$ cat config.mk
export PLATFORM = sky130hd
export DESIGN_NAME = apms_power_sequencer
export DESIGN_NICKNAME = d
export VERILOG_FILES = /design/src/design/apms_pkg.sv /design/src/design/apms_frame_if.sv /design/src/design/apms_frame_counter.sv /design/src/design/apms_power_sequencer.sv
export VERILOG_INCLUDE_DIRS = /design/src /design/src/design
export SDC_FILE = /design/constraint.sdc
export NUM_CORES = 1
export LEC_CHECK = 0
export BUFFER_PORTS_ARGS = -buffer_cell sky130_fd_sc_hd__buf_2
export CORE_MARGIN = 4
export CORE_UTILIZATION = 45
export CTS_CLUSTER_DIAMETER = 150
export DETAILED_ROUTE_END_ITERATION = 10
export MAX_ROUTING_LAYER = met4
export PLACE_DENSITY_LB_ADDON = 0.2
export SETUP_SLACK_MARGIN = 0.4
export SLEW_MARGIN = 5
export SYNTH_ARGS = -nofsm -noshare
export SYNTH_HDL_FRONTEND = slang
export SYNTH_SLANG_ARGS = --single-unit
$ cat constraint.sdc
create_clock -name clock -period 3.2 [get_ports clock]
set_input_delay 0.64 -clock clock [delete_from_list [all_inputs] [get_ports clock]]
set_output_delay 0.64 -clock clock [all_outputs]
set_load 0.05 [all_outputs]
$ cat src/design/apms_regs.svh
`ifndef APMS_REGS_SVH
`define APMS_REGS_SVH

// Falling-edge counts that split a frame into its abort windows.
`define APMS_CNT_W          5
`define APMS_CNT_POWERDOWN  5'h02
`define APMS_CNT_KEEP       5'h0A
`define APMS_CNT_TRACK      5'h0D
`define APMS_CNT_LAST       5'h0F
`define APMS_CNT_FRAME      5'h10

// Frame word: leading zeros above the sample.
`define APMS_WORD_W         16
`define APMS_SAMPLE_W       12
`define APMS_LEAD_ZEROS     4'h0
`define APMS_BIT_IDX_W      4

// Wake times in their own units and the system clock rate.
`define APMS_CLK_MHZ        100
`define APMS_PARTIAL_WAKE_NS 1000
`define APMS_FULL_WAKE_US   650
`define APMS_TIMER_W        17

`endif

$ cat src/design/apms_pkg.sv
package apms_pkg;

   typedef enum logic [1:0]
   {
      MODE_NORMAL,
      MODE_PARTIAL,
      MODE_FULL
   } apms_mode_t;

endpackage

$ cat src/design/apms_frame_if.sv
`timescale 1ns/1ps
`default_nettype none
`include "apms_regs.svh"

interface apms_frame_if;
   logic                   selFall;
   logic                   selRise;
   logic                   selLow;
   logic                   sclkFall;
   logic                   sclkRise;
   logic [`APMS_CNT_W-1:0] edgeCount;

   modport producer (output selFall, output selRise, output selLow, output sclkFall,
                     output sclkRise, output edgeCount);
   modport consumer (input selFall, input selRise, input selLow, input sclkFall,
                     input sclkRise, input edgeCount);
endinterface

`default_nettype wire

$ cat src/design/apms_frame_counter.sv
`timescale 1ns/1ps
`default_nettype none
`include "apms_regs.svh"

module apms_frame_counter
   import apms_pkg::*;
(
   input  wire logic       clock,
   input  wire logic       rst,
   input  wire logic       clkEn,
   input  wire logic       selectPinN,
   input  wire logic       serialClkPin,
   apms_frame_if.producer  fr
);

   logic [1:0]             selSync_r;
   logic [1:0]             sclkSync_r;
   logic                   selLate_r;
   logic                   sclkLate_r;
   logic [`APMS_CNT_W-1:0] count_r;

   // Both pins are asynchronous to clock; only the second stage and its one-cycle-late copy are looked at.
   always_ff @(posedge clock)
   begin
      if (rst)
      begin
         selSync_r  <= 2'h3;
         sclkSync_r <= 2'h3;
         selLate_r  <= 1'b1;
         sclkLate_r <= 1'b1;
      end
      else if (clkEn)
      begin
         selSync_r  <= {selSync_r[0], selectPinN};
         sclkSync_r <= {sclkSync_r[0], serialClkPin};
         selLate_r  <= selSync_r[1];
         sclkLate_r <= sclkSync_r[1];
      end
   end

   assign fr.selFall  = selLate_r & ~selSync_r[1];
   assign fr.selRise  = ~selLate_r & selSync_r[1];
   assign fr.selLow   = ~selSync_r[1];
   assign fr.sclkFall = sclkLate_r & ~sclkSync_r[1];
   assign fr.sclkRise = ~sclkLate_r & sclkSync_r[1];
   assign fr.edgeCount = count_r;

   // Counter saturates at a full frame so late edges do not wrap into a window.
   always_ff @(posedge clock)
   begin
      if (rst)
         count_r <= '0;
      else if (clkEn)
      begin
         if (fr.selFall)
            count_r <= '0;
         else if (fr.selLow && fr.sclkFall && count_r != `APMS_CNT_FRAME)
            count_r <= count_r + `APMS_CNT_W'(1);
      end
   end

endmodule // apms_frame_counter

`default_nettype wire

$ cat src/design/apms_power_sequencer.sv
// Overview of operation
// Wake from partial power-down finishes within one dummy frame at any clock rate.
// Host waits the quiet interval after the data line releases before selecting again.
// Held sampler returns to tracking on first serial edge after select falls; the code does so only in wake-up frames.
// Host may end wake frame after tenth edge once one microsecond elapsed.
// Abort in edges two to ten while in partial power-down enters full power-down.
// After a power-down abort the remaining serial clocks are not needed.
// Leaving full power-down starts at select fall, continues if select outlasts edge ten.
// After a full wake frame the host waits the full wake delay.
// Full wake delay is 650 microseconds before a conversion.
// Start mode after supply is unknown; host runs one dummy frame first.
// Host holds partial power-down after supply with a full then an aborted frame.
// Host enters full power-down after supply with one full and two aborted frames.
// At supply power-up the sampler is already tracking.
// Select rising after edge ten keeps power, aborts frame, releases data line.
// Select rising after edge two, before ten, in normal mode enters partial power-down.
// Select rising before edge two leaves the mode unchanged.
// Frame is sixteen clocks; data releases on edge sixteen or earlier select rise.
// Edge count clears at select fall; mode chosen from count at select rise.
`timescale 1ns/1ps
`default_nettype none
`include "apms_regs.svh"

module apms_power_sequencer
   import apms_pkg::*;
#(
   parameter apms_mode_t POWERUP_MODE     = MODE_NORMAL,
   parameter int         FULL_WAKE_CYCLES = `APMS_FULL_WAKE_US * `APMS_CLK_MHZ
)
(
   input  wire logic                      clock,
   input  wire logic                      rst,
   input  wire logic                      clkEn,
   input  wire logic                      selectPinN,
   input  wire logic                      serialClkPin,
   input  wire logic [`APMS_SAMPLE_W-1:0] analogSample,
   output var  logic                      serialResultOut,
   output var  logic                      serialResultOe,
   output var  apms_mode_t                powerMode,
   output var  logic                      fullyPowered,
   output var  logic                      trackActive
);

   localparam int PARTIAL_WAKE_CYCLES =
      (`APMS_PARTIAL_WAKE_NS * `APMS_CLK_MHZ + 999) / 1000;
   // Timer start and the awake register each add one cycle after select fall.
   localparam int PART_WAKE_LIMIT = PARTIAL_WAKE_CYCLES + 2;
   localparam logic [`APMS_TIMER_W-1:0] PART_TGT = `APMS_TIMER_W'(PARTIAL_WAKE_CYCLES);
   localparam logic [`APMS_TIMER_W-1:0] FULL_TGT = `APMS_TIMER_W'(FULL_WAKE_CYCLES);

   apms_frame_if fr ();

   apms_frame_counter u_counter
   (
      .clock        (clock),
      .rst          (rst),
      .clkEn        (clkEn),
      .selectPinN   (selectPinN),
      .serialClkPin (serialClkPin),
      .fr           (fr.producer)
   );

   apms_mode_t              mode_r;
   logic                    waking_r;
   logic                    wakeFromFull_r;
   logic                    awake_r;
   logic                    trackPending_r;
   logic [`APMS_TIMER_W-1:0] wakeTimer_r;
   logic [`APMS_WORD_W-1:0] word_r;
   logic [`APMS_CNT_W-1:0]  cnt;
   apms_mode_t              modeNxt;
   logic                    timerDone;

   assign cnt       = fr.edgeCount;
   assign timerDone = wakeTimer_r >= (wakeFromFull_r ? FULL_TGT : PART_TGT);

   // The mode picked at select rise from the edges seen and the mode held.
   function automatic apms_mode_t nextMode(input apms_mode_t m,
                                           input logic [`APMS_CNT_W-1:0] c);
      if (c < `APMS_CNT_POWERDOWN)
         nextMode = m;
      else if (c < `APMS_CNT_KEEP)
         nextMode = (m == MODE_NORMAL) ? MODE_PARTIAL : MODE_FULL;
      else
         nextMode = MODE_NORMAL;
   endfunction

   assign modeNxt = nextMode(mode_r, cnt);

   always_ff @(posedge clock)
   begin
      if (rst)
         mode_r <= POWERUP_MODE;
      else if (clkEn && fr.selRise)
         mode_r <= modeNxt;
   end

   // Wake bookkeeping. A glitch frame that ends early stops the wake and powers
   // back down, so a noisy select line never leaves the core half powered.
   always_ff @(posedge clock)
   begin
      if (rst)
      begin
         waking_r       <= 1'b0;
         wakeFromFull_r <= 1'b0;
         awake_r        <= (POWERUP_MODE == MODE_NORMAL);
         wakeTimer_r    <= '0;
      end
      else if (clkEn)
      begin
         if (fr.selFall && mode_r != MODE_NORMAL)
         begin
            waking_r       <= 1'b1;
            wakeFromFull_r <= (mode_r == MODE_FULL);
            awake_r        <= 1'b0;
            wakeTimer_r    <= '0;
         end
         else if (fr.selRise && modeNxt != MODE_NORMAL)
         begin
            waking_r <= 1'b0;
            awake_r  <= 1'b0;
         end
         else if (waking_r)
         begin
            wakeTimer_r <= wakeTimer_r + `APMS_TIMER_W'(1);
            if (timerDone)
            begin
               waking_r <= 1'b0;
               awake_r  <= 1'b1;
            end
            else if (!wakeFromFull_r && fr.sclkFall && cnt == `APMS_CNT_LAST)
            begin
               waking_r <= 1'b0;
               awake_r  <= 1'b1;
            end
         end
      end
   end

   // Sampler: held from select fall, back to tracking late in a normal frame,
   // or on the very first serial edge when the frame is a wake-up frame.
   always_ff @(posedge clock)
   begin
      if (rst)
      begin
         trackActive    <= 1'b1;
         trackPending_r <= 1'b0;
      end
      else if (clkEn)
      begin
         if (fr.selFall)
         begin
            trackActive    <= 1'b0;
            trackPending_r <= (mode_r != MODE_NORMAL);
         end
         else if (trackPending_r && (fr.sclkFall || fr.sclkRise))
         begin
            trackActive    <= 1'b1;
            trackPending_r <= 1'b0;
         end
         else if (fr.selRise)
         begin
            trackActive    <= (modeNxt == MODE_NORMAL);
            trackPending_r <= 1'b0;
         end
         else if (fr.sclkRise && cnt >= `APMS_CNT_TRACK)
            trackActive <= 1'b1;
      end
   end

   // Serial result: first zero at select fall, one bit per falling edge after, up to the fifteenth; the sixteenth releases the line.
   always_ff @(posedge clock)
   begin
      if (rst)
      begin
         word_r          <= '0;
         serialResultOut <= 1'b0;
         serialResultOe  <= 1'b0;
      end
      else if (clkEn)
      begin
         if (fr.selFall)
         begin
            word_r          <= {`APMS_LEAD_ZEROS, analogSample};
            serialResultOut <= 1'b0;
            serialResultOe  <= 1'b1;
         end
         else if (fr.selRise)
            serialResultOe <= 1'b0;
         else if (fr.selLow && fr.sclkFall && serialResultOe)
         begin
            if (cnt == `APMS_CNT_LAST)
               serialResultOe <= 1'b0;
            else
               serialResultOut <= word_r[`APMS_BIT_IDX_W'(`APMS_CNT_LAST - cnt - 5'h01)];
         end
      end
   end

   always_ff @(posedge clock)
   begin
      if (rst)
      begin
         powerMode    <= POWERUP_MODE;
         fullyPowered <= (POWERUP_MODE == MODE_NORMAL);
      end
      else if (clkEn)
      begin
         powerMode    <= mode_r;
         fullyPowered <= (mode_r == MODE_NORMAL) && awake_r;
      end
   end

   frame_release_a: assert property (@(posedge clock) disable iff (rst)
      clkEn && !fr.selFall && fr.selLow && fr.sclkFall && cnt == `APMS_CNT_LAST
      && serialResultOe
      |=> !serialResultOe)
      else $error("data line not released on edge sixteen");

   abort_release_a: assert property (@(posedge clock) disable iff (rst)
      clkEn && fr.selRise |=> !serialResultOe)
      else $error("data line not released on select rise");

   partial_entry_a: assert property (@(posedge clock) disable iff (rst)
      clkEn && fr.selRise && mode_r == MODE_NORMAL && cnt >= `APMS_CNT_POWERDOWN
      && cnt < `APMS_CNT_KEEP |=> mode_r == MODE_PARTIAL ##1 powerMode == MODE_PARTIAL)
      else $error("abort in window did not enter partial power-down");

   full_entry_a: assert property (@(posedge clock) disable iff (rst)
      clkEn && fr.selRise && mode_r == MODE_PARTIAL && cnt >= `APMS_CNT_POWERDOWN
      && cnt < `APMS_CNT_KEEP |=> mode_r == MODE_FULL && !awake_r)
      else $error("second abort did not enter full power-down");

   glitch_keep_a: assert property (@(posedge clock) disable iff (rst)
      clkEn && fr.selRise && cnt < `APMS_CNT_POWERDOWN |=> mode_r == $past(mode_r))
      else $error("early select rise changed the mode");

   keep_powered_a: assert property (@(posedge clock) disable iff (rst)
      clkEn && fr.selRise && cnt >= `APMS_CNT_KEEP |=> mode_r == MODE_NORMAL)
      else $error("late select rise did not give normal mode");

   track_wake_a: assert property (@(posedge clock) disable iff (rst)
      clkEn && trackPending_r && !fr.selFall && (fr.sclkFall || fr.sclkRise)
      |=> trackActive)
      else $error("sampler not tracking after first wake edge");

   partial_wake_a: assert property (@(posedge clock) disable iff (rst)
      clkEn && fr.selFall && mode_r == MODE_PARTIAL
      |-> ##[1:PART_WAKE_LIMIT] (awake_r || fr.selRise))
      else $error("partial wake took longer than one microsecond");

   full_wake_a: assert property (@(posedge clock) disable iff (rst)
      clkEn && waking_r && wakeFromFull_r && wakeTimer_r < PART_TGT |=> !awake_r)
      else $error("full wake finished too early");

   reset_track_a: assert property (@(posedge clock)
      rst |=> trackActive && !serialResultOe)
      else $error("sampler not tracking after reset");

endmodule // apms_power_sequencer

`default_nettype wire

==> flow_summary_export.csv <==
group,metric,value,unit
run_status,outcome,"finished clean",
synth,ys_ff_latch,52,
synth,synth.most_common_cell,"dfxtp_1",
synth,yosysTopAreaCell,"dfxtp_1",
critical_path,rr_startpoint,"u_counter.fr.edgeCount[0]",
synth,synth-seq-area-share,36.5,%
clocking,clockBufferDepth,2,
finish,antenna_cells,0,
critical_path,reg2reg_depth,6,
finish,final_nets,391,
clocking,clkTransAtPathRegs,100,ps
synth,synth-async-reset-ratio,0,%
critical_path,crit_buf_inv,1,
timing,hold_viol,0,
die,die_h,87.7,um
clocking,post_cts_resized,0,
critical_path,cp-start-kind,"flop",
routing,initialDrtViolationCount,178,
hold_path,hold_depth,2,
synth,postSynthCellCount,339,
routing,drtAntennaViolNets,0,
critical_path,r2r_slack,950,ps
die,fp.coreArea,6030,um2
routing,routed_wl,6340,um
critical_path,cp_top_family,"flip-flops",
clocking,clock_latency,310,ps
timing,max_slew_margin,60.6,%
routing,firstDrtPassIters,5,
synth,synthDominantCellAreaShare,36.5,%
timing,period_share,70.4,%
timing,skew,7.55,ps
critical_path,reg2reg_to,"serialResultOut",
global_routing,grt_max_degree,30,
hold_path,min_from,"word_r[1]",
clocking,cts_made_buffers,5,
critical_path,crit_path_max_fanout,10,
flow_run,max_cap_viol_count,0,
clocking,postCtsSetupRepairBufs,0,
synth,ys_types,55,
timing,drv_slew,0,
placement,placed_cells,421,
critical_path,slowest_stage,"dfxtp_1",
die,rows,28,
power_and_ir_drop,ir_drop,0.000316,V
placement,port_buffers,22,
power_and_ir_drop,leakage,1.20,nW
critical_path,max_stage_delay,580,ps
finish,n_fill_cell,590,
synth,synthTopCellsByArea,"dfxtp_1, ha_1, nand2_1, a21oi_1, nor2_1",
die,die_area,7680,um2
global_routing,grt_pass1_vias,2260,
placement,gp_congestion,0.831,
timing,finalSetupViolCount,0,
global_routing,grtUsageTotal,18.2,%
hold_path,hold_path.class,"reg -> reg",
synth,avgSynthCellArea,8.42,um2
clocking,cts_hold_buffers,0,
synth,ys.flop_type,"dfxtp_1",
critical_path,cp.arrival,2470,ps
routing,routedWlPerCell,14.8,um
synth,yosys_warnings,0,
finish,final_cells,429,
synth,syn-cell-area,2860,um2
clocking,cts_tree,"yes",
critical_path,worstSetupPathType,"reg -> reg",
die,initial_utilization,47.4,%
timing,fin_crit,2250,ps
power_and_ir_drop,power.density,409,nW/um2
routing,viasPerCell,5.74,
synth,synth_commonest_cells,"dfxtp_1, nand2_1, a21oi_1",
die,pin_count,23,
routing,num_vias,2462,
die,die_x,87.7,um
timing,max_freq,0.444,GHz
clocking,cts_root_buf,"clkbuf_8",
finish,post_route_cells_drive_above_1_share,12.4,%
global_routing,gr-total-overflow,0,
global_routing,antenna_found_initial,0,
timing,worst_pin_slew,587,ps
critical_path,required,3420,ps
finish,area_delta_synth_final,8.98,%
synth,syn-num-nets,377,
global_routing,grt_pass1_wl,10700,um
clocking,htree_levels,2,
hold_path,min_to,"word_r[1]",
clocking,cts_sinks,52,
routing,drcViolationCount,0,
placement,hpwl,4580,um
timing,rsz0062_at_grt,"false",
critical_path,path_cells,"inv_1, ha_1, mux4_2, and3_1, o2111a_1, a31o_2",
critical_path,worst_setup_path_end_kind,"flop",
timing,setup-tns-final,0,ps
synth,synth-edff-count,0,
## power breakdown
| part | total, mW | internal, mW | switching [mW] |
|---|---|---|---|
| clock network | 0.464 | 0.236 | 0.229 |
| logic | 0.133 | 0.0470 | 0.0858 |
| registers | 0.676 | 0.663 | 0.0130 |
## metal layers
| metal | up-vias | share of wire (%) | track usage, % |
|---|---|---|---|
| li1 | 1245 | - | - |
| met1 | 1149 | 47 | 24.9 |
| met2 | 60 | 47 | 27.9 |
| met3 | 8 | 4.9 | 3.20 |
| met4 | 0 | 1.0 | 4.60 |
| met5 | - | 0 | - |
## cell type report
type	count	area, um2	area share (%)
Timing Repair Buffer	25	133	4.26
Inverter	18	67.6	2.17
Clock inverter	3	46.3	1.49
Multi-Input combinational cell	251	1660	53.4
Tap cell	75	93.8	3.02
Clock buffer	5	68.8	2.21
Sequential cell	52	1040	33.5
## logic make-up after synthesis
kind of cell	synth area share [%]
xor+xnor	2.76
compound gates	18.5
simple gates	22.9
flops	36.5
fa+ha+maj	9.20
buf+inv	5.35
mux	4.82
## cells in the final DEF (no fill, tap or decap), types with 5 or more instances in the layout
cell type,instances
a21oi_1,36
and3_1,6
buf_2,22
clkbuf_8,5
dfxtp_1,52
ha_1,21
inv_1,17
mux2i_1,7
nand2_1,51
nand3_1,14
nand4_1,6
nor2_1,23
o21ai_0,5
o31ai_1,7
or4_1,6
xnor2_1,7
## worst max path at each step
| stage | startpoint | endpoint | cells past startpoint |
|---|---|---|---|
| 3_3_place_gp | clkEn | wakeTimer_r[16] | 5 |
| 2_1_floorplan | u_counter.fr.edgeCount[0] | serialResultOut | 7 |
| 4_1_cts | u_counter.fr.edgeCount[0] | serialResultOut | 6 |
| 3_5_place_dp | clkEn | wakeTimer_r[8] | 5 |
| 6_report | u_counter.fr.edgeCount[0] | serialResultOut | 6 |
| 5_1_grt | u_counter.fr.edgeCount[0] | serialResultOut | 6 |
## flip-flops by register name, indices dropped and copies added, names as in the netlist
register,cells
wakeTimer_r,17
word_r,12
u_counter.fr.edgeCount,5
mode_r,2
powerMode,2
u_counter.sclkSync_r,2
u_counter.selSync_r,2
awake_r,1
fullyPowered,1
serialResultOe,1
serialResultOut,1
trackActive,1
trackPending_r,1
u_counter.sclkLate_r,1
u_counter.selLate_r,1
wakeFromFull_r,1
waking_r,1
## worst reg2reg max path, cell delays in order (launching register included)
cell and delay [ps]:
dfxtp_1 580, inv_1 90, ha_1 400, mux4_2 510
and3_1 160, o2111a_1 240, a31o_2 200
## stage by stage
step           instance area [um2]  setup slack [ps]  power, mW  utilization, %  hold WS, ps
5_1_grt                       3110               849       1.34            51.6          484
2_1_floorplan                 2860               987      0.791               -          433
3_3_place_gp                  3000               868      0.821            49.7          440
6_report                      3110               946       1.27            51.6          457
4_1_cts                       3110               935       1.29            51.6          457
3_5_place_dp                  3000               836      0.823            49.7          443
Power figures use the tool's default switching activity.
